<file path="src/shared/mpin_pkg.sv">
// Purpose: Constants for the multipurpose pin configuration block.
// Assumes: Byte-wide registers reached by a simple register port.
// Notes: Offsets are the register addresses of pins 1 to 4.
package mpin_pkg;
  localparam int NUM_PINS = 4;
  localparam logic [7:0] PIN1_CONFIG_OFS = 8'h73;
  localparam logic [7:0] PIN2_CONFIG_OFS = 8'h74;
  localparam logic [7:0] PIN3_CONFIG_OFS = 8'h75;
  localparam logic [7:0] PIN4_CONFIG_OFS = 8'h76;
  localparam int PULL_SELECT_BIT = 0;
  localparam int RESISTOR_PRESENT_BIT = 1;
  localparam int DIRECTION_BIT = 2;
  localparam int DRIVE_TYPE_BIT = 3;
  localparam int OUT_VALUE_BIT = 4;
  localparam int PIN_LEVEL_BIT = 7;
  localparam logic [7:0] CONFIG_WMASK = 8'h1f;
  localparam logic [7:0] CONFIG_RESET = 8'h00;
  localparam logic [7:0] READ_FILL = 8'h00;
endpackage

</file>
<file path="src/design/multipurpose_pin_config.sv">
// Purpose: Configuration and live readback of multipurpose pins 1 to 4.
// Assumes: Single-cycle byte register port; pad handles analog resistors.
// Notes: Read data is registered and appears one cycle after the strobe.
// Contract
// - Direction bit 2 at 0 gives a high-impedance input, at 1 drives.
// - Out value bit 4 at 0 pulls low, at 1 releases or drives high.
// - Value and drive-type bits act only while the direction is output.
// - Drive-type bit 3 selects push-pull at 0 and open drain at 1.
// - Resistor bit 1 attaches a resistor, and only while the pin is an input.
// - Pull bit 0 picks pull-down at 0 and pull-up at 1 with a resistor.
// - Read-only bit 7 gives the live pin level, high when released.
`timescale 1ns/10ps
module multipurpose_pin_config #(
  parameter int NUM_PINS = mpin_pkg::NUM_PINS
) (
  input wire logic i_ref_clk,
  input wire logic i_srst,
  input wire logic i_ce,
  input wire logic i_reg_wr,
  input wire logic i_reg_rd,
  input wire logic [7:0] i_reg_addr,
  input wire logic [7:0] i_reg_wdata,
  output logic [7:0] o_reg_rdata,
  output logic o_reg_hit,
  input wire logic [NUM_PINS-1:0] i_pin_in,
  output logic [NUM_PINS-1:0] o_pin_out,
  output logic [NUM_PINS-1:0] o_pin_oe,
  output logic [NUM_PINS-1:0] o_pin_rail_drive,
  output logic [NUM_PINS-1:0] o_pin_pull_up_en,
  output logic [NUM_PINS-1:0] o_pin_pull_down_en,
  output logic [NUM_PINS-1:0] o_pin_input_en
);
  logic [7:0] config_r [NUM_PINS];
  logic [NUM_PINS-1:0] pin_level;
  logic [NUM_PINS-1:0] wr_hit;
  logic [NUM_PINS-1:0] rd_sel;

  function automatic logic [NUM_PINS-1:0] decode(input logic [7:0] addr);
    logic [NUM_PINS-1:0] sel;
    sel = '0;
    for (int k = 0; k < NUM_PINS; k++) begin
      if (addr == 8'(mpin_pkg::PIN1_CONFIG_OFS + k)) begin
        sel[k] = 1'b1;
      end
    end
    return sel;
  endfunction

  assign wr_hit = i_reg_wr ? decode(i_reg_addr) : '0;
  assign rd_sel = decode(i_reg_addr);

  for (genvar g = 0; g < NUM_PINS; g++) begin : g_sync
    pin_level_sync u_sync (
      .i_ref_clk(i_ref_clk),
      .i_srst(i_srst),
      .i_ce(i_ce),
      .i_pin(i_pin_in[g]),
      .o_level(pin_level[g])
    );
  end

  always_ff @(posedge i_ref_clk) begin
    if (i_srst) begin
      for (int k = 0; k < NUM_PINS; k++) begin
        config_r[k] <= mpin_pkg::CONFIG_RESET;
      end
    end else if (i_ce) begin
      for (int k = 0; k < NUM_PINS; k++) begin
        if (wr_hit[k]) begin
          config_r[k] <= i_reg_wdata & mpin_pkg::CONFIG_WMASK;
        end
      end
    end
  end

  always_ff @(posedge i_ref_clk) begin
    if (i_srst) begin
      o_reg_rdata <= mpin_pkg::READ_FILL;
      o_reg_hit <= 1'b0;
    end else if (i_ce) begin
      o_reg_hit <= (i_reg_rd || i_reg_wr) && (rd_sel != '0);
      o_reg_rdata <= mpin_pkg::READ_FILL;
      if (i_reg_rd) begin
        for (int k = 0; k < NUM_PINS; k++) begin
          if (rd_sel[k]) begin
            o_reg_rdata <= config_r[k] & mpin_pkg::CONFIG_WMASK;
            o_reg_rdata[mpin_pkg::PIN_LEVEL_BIT] <= pin_level[k];
          end
        end
      end
    end
  end

  always_ff @(posedge i_ref_clk) begin
    if (i_srst) begin
      o_pin_out <= '0;
      o_pin_oe <= '0;
      o_pin_rail_drive <= '0;
      o_pin_pull_up_en <= '0;
      o_pin_pull_down_en <= '0;
      o_pin_input_en <= '1;
    end else if (i_ce) begin
      for (int k = 0; k < NUM_PINS; k++) begin
        // Output side: value and drive type matter only when driving.
        if (config_r[k][mpin_pkg::DIRECTION_BIT]) begin
          o_pin_out[k] <= 1'b0;
          o_pin_input_en[k] <= 1'b0;
          o_pin_pull_up_en[k] <= 1'b0;
          o_pin_pull_down_en[k] <= 1'b0;
          if (!config_r[k][mpin_pkg::OUT_VALUE_BIT]) begin
            o_pin_oe[k] <= 1'b1;
            o_pin_rail_drive[k] <= 1'b0;
          end else if (config_r[k][mpin_pkg::DRIVE_TYPE_BIT]) begin
            o_pin_oe[k] <= 1'b0;
            o_pin_rail_drive[k] <= 1'b0;
          end else begin
            o_pin_oe[k] <= 1'b1;
            o_pin_out[k] <= 1'b1;
            o_pin_rail_drive[k] <= 1'b1;
          end
        end else begin
          o_pin_oe[k] <= 1'b0;
          o_pin_out[k] <= 1'b0;
          o_pin_rail_drive[k] <= 1'b0;
          o_pin_input_en[k] <= 1'b1;
          o_pin_pull_up_en[k] <=
              config_r[k][mpin_pkg::RESISTOR_PRESENT_BIT] &&
              config_r[k][mpin_pkg::PULL_SELECT_BIT];
          o_pin_pull_down_en[k] <=
              config_r[k][mpin_pkg::RESISTOR_PRESENT_BIT] &&
              !config_r[k][mpin_pkg::PULL_SELECT_BIT];
        end
      end
    end
  end

  // Assertions.
  property p_input_mode_hiz;
    @(posedge i_ref_clk) disable iff (i_srst)
      i_ce && !config_r[0][mpin_pkg::DIRECTION_BIT] |=>
      !o_pin_oe[0] && o_pin_input_en[0];
  endproperty
  a_input_mode_hiz: assert property (p_input_mode_hiz)
    else $error("Input-mode pin is driven.");
  property p_input_hiz_pin2;
    @(posedge i_ref_clk) disable iff (i_srst)
      i_ce && !config_r[1][mpin_pkg::DIRECTION_BIT] |=>
      !o_pin_oe[1] && o_pin_input_en[1];
  endproperty
  a_input_hiz_pin2: assert property (p_input_hiz_pin2)
    else $error("Input-mode pin 2 is driven.");
  property p_output_no_input;
    @(posedge i_ref_clk) disable iff (i_srst)
      i_ce && config_r[0][mpin_pkg::DIRECTION_BIT] |=>
      !o_pin_input_en[0];
  endproperty
  a_output_no_input: assert property (p_output_no_input)
    else $error("Input buffer on in output mode.");
  property p_low_drive;
    @(posedge i_ref_clk) disable iff (i_srst)
      i_ce && config_r[0][mpin_pkg::DIRECTION_BIT] &&
      !config_r[0][mpin_pkg::OUT_VALUE_BIT] |=>
      o_pin_oe[0] && !o_pin_out[0];
  endproperty
  a_low_drive: assert property (p_low_drive)
    else $error("Low output not driven to ground.");
  property p_ignore_in_input;
    @(posedge i_ref_clk) disable iff (i_srst)
      i_ce && !config_r[0][mpin_pkg::DIRECTION_BIT] |=>
      !o_pin_rail_drive[0] && !o_pin_out[0];
  endproperty
  a_ignore_in_input: assert property (p_ignore_in_input)
    else $error("Drive bits act in input mode.");
  property p_open_drain;
    @(posedge i_ref_clk) disable iff (i_srst)
      i_ce && config_r[0][mpin_pkg::DIRECTION_BIT] &&
      config_r[0][mpin_pkg::OUT_VALUE_BIT] &&
      config_r[0][mpin_pkg::DRIVE_TYPE_BIT] |=>
      !o_pin_oe[0] && !o_pin_rail_drive[0];
  endproperty
  a_open_drain: assert property (p_open_drain)
    else $error("Open-drain high is driven.");
  property p_push_pull_high;
    @(posedge i_ref_clk) disable iff (i_srst)
      i_ce && config_r[0][mpin_pkg::DIRECTION_BIT] &&
      config_r[0][mpin_pkg::OUT_VALUE_BIT] &&
      !config_r[0][mpin_pkg::DRIVE_TYPE_BIT] |=>
      o_pin_oe[0] && o_pin_out[0] && o_pin_rail_drive[0];
  endproperty
  a_push_pull_high: assert property (p_push_pull_high)
    else $error("Push-pull high not driven to the rail.");
  property p_no_pull_output;
    @(posedge i_ref_clk) disable iff (i_srst)
      i_ce && config_r[0][mpin_pkg::DIRECTION_BIT] |=>
      !o_pin_pull_up_en[0] && !o_pin_pull_down_en[0];
  endproperty
  a_no_pull_output: assert property (p_no_pull_output)
    else $error("Resistor attached in output mode.");
  property p_pull_up_select;
    @(posedge i_ref_clk) disable iff (i_srst)
      i_ce && !config_r[0][mpin_pkg::DIRECTION_BIT] &&
      config_r[0][mpin_pkg::RESISTOR_PRESENT_BIT] &&
      config_r[0][mpin_pkg::PULL_SELECT_BIT] |=>
      o_pin_pull_up_en[0] && !o_pin_pull_down_en[0];
  endproperty
  a_pull_up_select: assert property (p_pull_up_select)
    else $error("Pull-up not selected.");
  property p_pull_down_select;
    @(posedge i_ref_clk) disable iff (i_srst)
      i_ce && !config_r[0][mpin_pkg::DIRECTION_BIT] &&
      config_r[0][mpin_pkg::RESISTOR_PRESENT_BIT] &&
      !config_r[0][mpin_pkg::PULL_SELECT_BIT] |=>
      o_pin_pull_down_en[0] && !o_pin_pull_up_en[0];
  endproperty
  a_pull_down_select: assert property (p_pull_down_select)
    else $error("Pull-down not selected.");
  property p_pull_exclusive;
    @(posedge i_ref_clk) disable iff (i_srst)
      !(o_pin_pull_up_en[0] && o_pin_pull_down_en[0]);
  endproperty
  a_pull_exclusive: assert property (p_pull_exclusive)
    else $error("Pull-up and pull-down both on.");
  property p_level_read;
    @(posedge i_ref_clk) disable iff (i_srst)
      i_ce && i_reg_rd && rd_sel[0] |=>
      o_reg_rdata[mpin_pkg::PIN_LEVEL_BIT] == $past(pin_level[0]);
  endproperty
  a_level_read: assert property (p_level_read)
    else $error("Pin level bit wrong.");
  property p_unused_zero;
    @(posedge i_ref_clk) disable iff (i_srst)
      o_reg_rdata[6:5] == 2'h0;
  endproperty
  a_unused_zero: assert property (p_unused_zero)
    else $error("Unused bits not zero.");
  property p_ce_freeze;
    @(posedge i_ref_clk) disable iff (i_srst)
      !i_ce |=> $stable(config_r[0]) && $stable(o_pin_oe) &&
      $stable(o_reg_rdata);
  endproperty
  a_ce_freeze: assert property (p_ce_freeze)
    else $error("State moved while the clock enable is low.");
  c_write: cover property (@(posedge i_ref_clk) i_ce && wr_hit != '0);
  c_push_pull: cover property (@(posedge i_ref_clk) o_pin_rail_drive[0]);
  c_pull_up: cover property (@(posedge i_ref_clk) o_pin_pull_up_en[0]);
  c_open_drain: cover property (@(posedge i_ref_clk)
    config_r[0][mpin_pkg::DIRECTION_BIT] && !o_pin_oe[0]);
  c_ce_low: cover property (@(posedge i_ref_clk) !i_ce && i_reg_wr);
endmodule

</file>
<file path="src/design/pin_level_sync.sv">
// Purpose: Three-stage synchroniser with agreement filter for one pin.
// Assumes: The pin is asynchronous to i_ref_clk.
// Notes: The level moves only when stages two and three agree.
`timescale 1ns/10ps
module pin_level_sync (
  input wire logic i_ref_clk,
  input wire logic i_srst,
  input wire logic i_ce,
  input wire logic i_pin,
  output logic o_level
);
  logic [2:0] stage_r;

  always_ff @(posedge i_ref_clk) begin
    if (i_srst) begin
      stage_r <= 3'h0;
    end else if (i_ce) begin
      stage_r <= {stage_r[1:0], i_pin};
    end
  end

  always_ff @(posedge i_ref_clk) begin
    if (i_srst) begin
      o_level <= 1'b0;
    end else if (i_ce && (stage_r[1] == stage_r[2])) begin
      o_level <= stage_r[2];
    end
  end
endmodule

</file>
<file path="config.mk">
export PLATFORM = sky130hd
export DESIGN_NAME = multipurpose_pin_config
export DESIGN_NICKNAME = d
export VERILOG_FILES = /design/src/shared/mpin_pkg.sv /design/src/design/multipurpose_pin_config.sv /design/src/design/pin_level_sync.sv
export SDC_FILE = /design/constraint.sdc
export NUM_CORES = 1
export LEC_CHECK = 0
export BUFFER_PORTS_ARGS = -buffer_cell sky130_fd_sc_hd__buf_2
export CORE_UTILIZATION = 40
export CTS_CLUSTER_SIZE = 30
export DETAILED_ROUTE_END_ITERATION = 8
export GPL_TIMING_DRIVEN = 0
export MAX_ROUTING_LAYER = met4
export PLACE_DENSITY = 0.62
export SYNTH_ARGS = -nofsm -noshare
export SYNTH_HDL_FRONTEND = slang
export SYNTH_SLANG_ARGS = --single-unit
</file>
<file path="constraint.sdc">
create_clock -name i_ref_clk -period 1.99 [get_ports i_ref_clk]
set_clock_uncertainty 0.05 [all_clocks]
set_input_delay 0.2985 -clock i_ref_clk [delete_from_list [all_inputs] [get_ports i_ref_clk]]
set_output_delay 0.2985 -clock i_ref_clk [all_outputs]
set_load 0.02 [all_outputs]
</file>
# Word-level counts from Yosys, hierarchy flattened
# Memories as Yosys holds them, arrays and structs flattened.
# Index checks and enable logic that the tools add are counted.
word_totals:
  latch_bits: 0
  wordCells: 111
  ram_bits: 20
  romBits: 0
  regBits: 45
  n_memories: 1
classes:
  n_bitwise: 4
  add_sub_neg: 0
  mul: 0
  n_eq_ne: 8
  n_div: 0
  shift: 0
  muxes: 64
  reduce_logical: 19
  order_cmp: 0
memory_table:
  columns: ["name", "words", "word_bits", "rd", "rd_clocked_by_memory_dff", "write_ports", "line", "text"]
  rows:
  - ["config_r", 4, 5, 4, 0, 4, "multipurpose_pin_config.sv:33", "logic [7:0] config_r [NUM_PINS];"]
ops:
  columns: ["op", "n"]
  rows:
  - ["two-way mux 1 bit", 54]
  - ["two-way mux 8 bit", 5]
  - ["== test 8 x 7 -> 1 bit (second input constant)", 4]
  - ["two-way mux 5 bit", 4]
  - ["logical AND 1 bit", 13]
  - ["== test 1 bit", 4]
  - ["logical NOT 1 bit", 4]
  - ["two-way mux 4 bit", 1]
  - ["bitwise OR 1 bit", 4]
  - ["nonzero test 4 bit", 1]
  - ["logical OR 1 bit", 1]

# Depth between registers and ports, before layout
depth:
  ltp_word: 8
  depth_mapped: 5
  mapped_depth_nobuf: 4

# Modules after synthesis
# A second synthesis with hierarchy kept.
hier_totals:
  hier_cells: 281
  hier_area_um2: 2897.8
by_module_without_submodules:
  columns: ["mod", "area_per_inst_um2", "seq_area_each_um2", "cells_each", "instances"]
  rows:
  - ["multipurpose_pin_config", 2212.1, 1141.1, 217, 1]
  - ["pin_level_sync", 171.4, 80.1, 16, 4]

# Least setup slack after synthesis
# No wires, ideal clock.
synth_timing:
  path_type: "input-to-reg"
  start: "input port i_reg_addr[7]"
  end: "memory config_r[1][0] in the netlist's numbering (enable)"
  arrival_ns: 1.229
  required_ns: 1.591
  setup_time_ns: 0.349
  setup_slack_ns: 0.362
  cell_stages: 4
  path_cell_list: "nand2b_4 > or3_1 > buf_6 > o21bai_1"
synth_rtl:
  columns: ["item", "line", "text"]
  rows:
  - ["from (decl)", "multipurpose_pin_config.sv:21", "input wire logic [7:0] i_reg_addr,"]
  - ["to (decl)", "multipurpose_pin_config.sv:33", null]

==> run_results.csv <==
group,metric,value,unit
cts,clk_pin_slew,0.07,ns
layout,area_growth,20.5,%
power_and_ir_drop,netSwitchingFraction,0.245,
logic_synthesis,postSynthAreaPerCell,9.79,um2
logic_synthesis,ys.flop_type,"dfxtp_1",
drt,ant_nets,0,
die,core,0.00653,mm2
layout,fin_nets,370,
logic_synthesis,synth_cell_type_count,37,
layout,nFillCells,637,
place,port_buffers,50,
die,start_util,0.424,
die,chipHeight,85.2,um
cts,cts_resized,0,
critical_path,crit_type,"input pin to flop",
logic_synthesis,synth_compound_area_frac,0.113,
layout,multi_input_area,0.00119,mm2
layout,fin_cells,427,
min_path,min_from,"i_pin_in[3]",
power_and_ir_drop,p_leak,1.39,nW
cts,cts_hold_buf,0,
drt,drt-met1-wl,3230,um
logic_synthesis,yosysTopAreaCell,"dfxtp_1",
power_and_ir_drop,vdd_drop_max,324,uV
place,gp_congestion,0.879,
sta,holdWs,0.134,ns
power_and_ir_drop,p_seq_frac,0.494,
critical_path,cp.required,1.93,ns
drt,wl_per_cell,16.1,um
place,hpwl,5030,um
logic_synthesis,synth_top_family_by_area,"simple AND/OR/NAND/NOR gates",
outcome,status,"finished, final reports clean",
min_path,hold_class,"input pin to flop",
sta,period_share,0.848,
layout,drive_above_1_share,0.246,
logic_synthesis,synth_most_common_cell,"dfxtp_1",
die,rows,29,
global_route,grt_use_total,0.210,
sta,tightest_slew,0.660,ns
logic_synthesis,ys_seq_area_frac,0.528,
die,die-width,85.2,um
die,io_pins,58,
drt,dr.pass1.iters,4,
cts,clkLatencyLatePin,0.34,ns
critical_path,r2r_slack,0.76,ns
critical_path,startpoint_type,"input pin",
layout,n_antenna_cell,0,
global_route,grt_pass1_vias,2216,
logic_synthesis,synth_area_leaders,"dfxtp_1 31%, edfxtp_1 22%, mux2i_1 4.3%",
cts,cts_root_buf,"clkbuf_8",
cts,clockBufferDepth,2,
logic_synthesis,synth_edf_count,20,
drt,dr_wl_met2,3040,um
place,placed_cells,411,
cts,cts_tree,"done",
sta,timing.fmax,0.592,GHz
sta,setup_viol,0,
global_route,grt_pass1_wl,11000,um
flow_run,drv_cap,0,
power_and_ir_drop,combPwrFrac,0.085,
cts,cts_setup_buffers,0,
power_and_ir_drop,power,2.84,mW
logic_synthesis,synth-seq-cells,63,
logic_synthesis,synth-async-reset-ratio,0,
sta,finalMaxSlewViolations,0,
global_route,antenna_found_initial,0,
critical_path,crit_fanout,10,
die,die_area,0.00726,mm2
critical_path,crit_path_end_kind,"flop",
cts,cts.sinks,63,
drt,drt_iter0_markers,128,
drt,maxUsedRoutingLayer,"met4",
drt,via_per_inst,5.44,
critical_path,crit_arrival,1.62,ns
layout,seq_area,0.00146,mm2
min_path,holdPathStages,3,
drt,drc,0,
sta,final_hold_viol_count,0,
global_route,grt_max_degree,12,
drt,vias,2325,
cts,htreeDepth,3,
power_and_ir_drop,pwr-share-clk,0.421,
logic_synthesis,syn_area,0.00277,mm2
power_and_ir_drop,internal-power,2.15,mW
critical_path,reg2reg_from,"config_r[3][2]",
logic_synthesis,yosysWarningCount,0,
drt,dr_wl_met3,390,um
logic_synthesis,synthMuxAreaShare,0.0434,
logic_synthesis,netlist.area_leader.share,0.311,
logic_synthesis,netlist_top_cells_count,"43 x dfxtp_1, 27 x nand2_1, 22 x nand3_1",
sta,slew_headroom,0.560,
logic_synthesis,synthSimpleGateAreaFrac,0.266,
logic_synthesis,yosys.area_share.xor_xnor,0.00316,
logic_synthesis,syn_inst,283,
global_route,grt_overflow,0,
sta,period_minus_slack,1.69,ns
logic_synthesis,synthAdderAreaFrac,0,
critical_path,worstRegToRegCells,2,
power_and_ir_drop,p_sw,0.698,mW
drt,drt-total-wl,6860,um
cts,cts_buffers,9,
sta,rsz0062_at_grt,"false",
critical_path,worstReg2RegEnd,"o_reg_rdata[2]",
power_and_ir_drop,power_density,853,mW/mm2
min_path,min_to,"g_sync[3].u_sync.stage_r[0]",
## worst max-delay path by stage
| stage | from | end | slack [ns] | depth (start not counted) |
|---|---|---|---|---|
| 5_1_grt | i_ce | config_r[3][3] | 0.16 | 4 |
| 4_1_cts | i_ce | config_r[2][1] | 0.31 | 4 |
| 3_3_place_gp | i_reg_addr[0] | config_r[2][0] | -0.05 | 5 |
| 6_report | i_reg_addr[0] | config_r[2][1] | 0.30 | 5 |
| 3_5_place_dp | i_reg_addr[0] | config_r[2][0] | -0.05 | 5 |
| 2_1_floorplan | i_reg_addr[7] | config_r[1][0] | 0.36 | 4 |
## layout make-up
class                      count  area share
multi-input combinational    196       0.356
clock inverter                 4      0.0150
inverter                       2     0.00225
clock buffer                  12      0.0499
sequential                    63       0.438
timing repair buffer          50      0.0750
buffer                        23      0.0352
tap                           77      0.0289
## metrics by stage
step	setup WS [ns]	TNS, ns	utilization	instance area, um2
2_1_floorplan	0.362	0	-	2770
3_3_place_gp	-0.0455	-0.254	0.478	3120
3_5_place_dp	-0.0527	-0.263	0.478	3120
4_1_cts	0.311	0	0.511	3340
5_1_grt	0.155	0	0.511	3340
6_report	0.302	0	0.511	3340
## worst max-delay path: stages
cell and delay [ns]:
buf_2 0.16, nor2b_1 0.18, clkbuf_1 0.37, nand4_1 0.15, o21bai_1 0.47
## state kept, by name, indices dropped and copies added, names as in the netlist
register,flops
o_pin_pull_down_en,4
o_reg_rdata,6
o_pin_rail_drive,4
o_pin_pull_up_en,4
g_sync.u_sync.stage_r,12
o_pin_input_en,4
o_reg_hit,1
o_pin_oe,4
config_r,20
g_sync.u_sync.o_level,4
## power groups by stage
stage | clock [mW] | combinational, mW | sequential (mW)
3_3_place_gp | 0 | 0.240 | 1.43
6_report | 1.20 | 0.242 | 1.40
3_5_place_dp | 0 | 0.242 | 1.43
4_1_cts | 1.22 | 0.243 | 1.40
5_1_grt | 1.27 | 0.267 | 1.41
2_1_floorplan | 0 | 0.137 | 1.44
## logic make-up (layout without fill, tap and decap cells)
logic type             Yosys count  after routing
buffers and inverters           25             91
AO/OA/AOI/OAI                   50             50
AND/OR/NAND/NOR                131            131
XOR/XNOR                         1              1
multiplexers                    12             12
flip-flops                      63             63
other                            1              2
## layer usage
metal,GRT usage,vias up
li1,-,1125
met1,0.279,1105
met2,0.304,75
met3,0.0467,20
met4,0.0986,0
met5,-,-
## cell usage in the layout, fill, tap and decap left out, types with 14 or more instances in the layout
cell type,count
and2_1,15
nand2_1,27
dfxtp_1,43
nor2_1,19
a21oi_1,21
o21ai_0,14
edfxtp_1,20
nand3_1,22
buf_2,51
clkbuf_1,15
No activity file was read; power rests on OpenSTA's default activity.
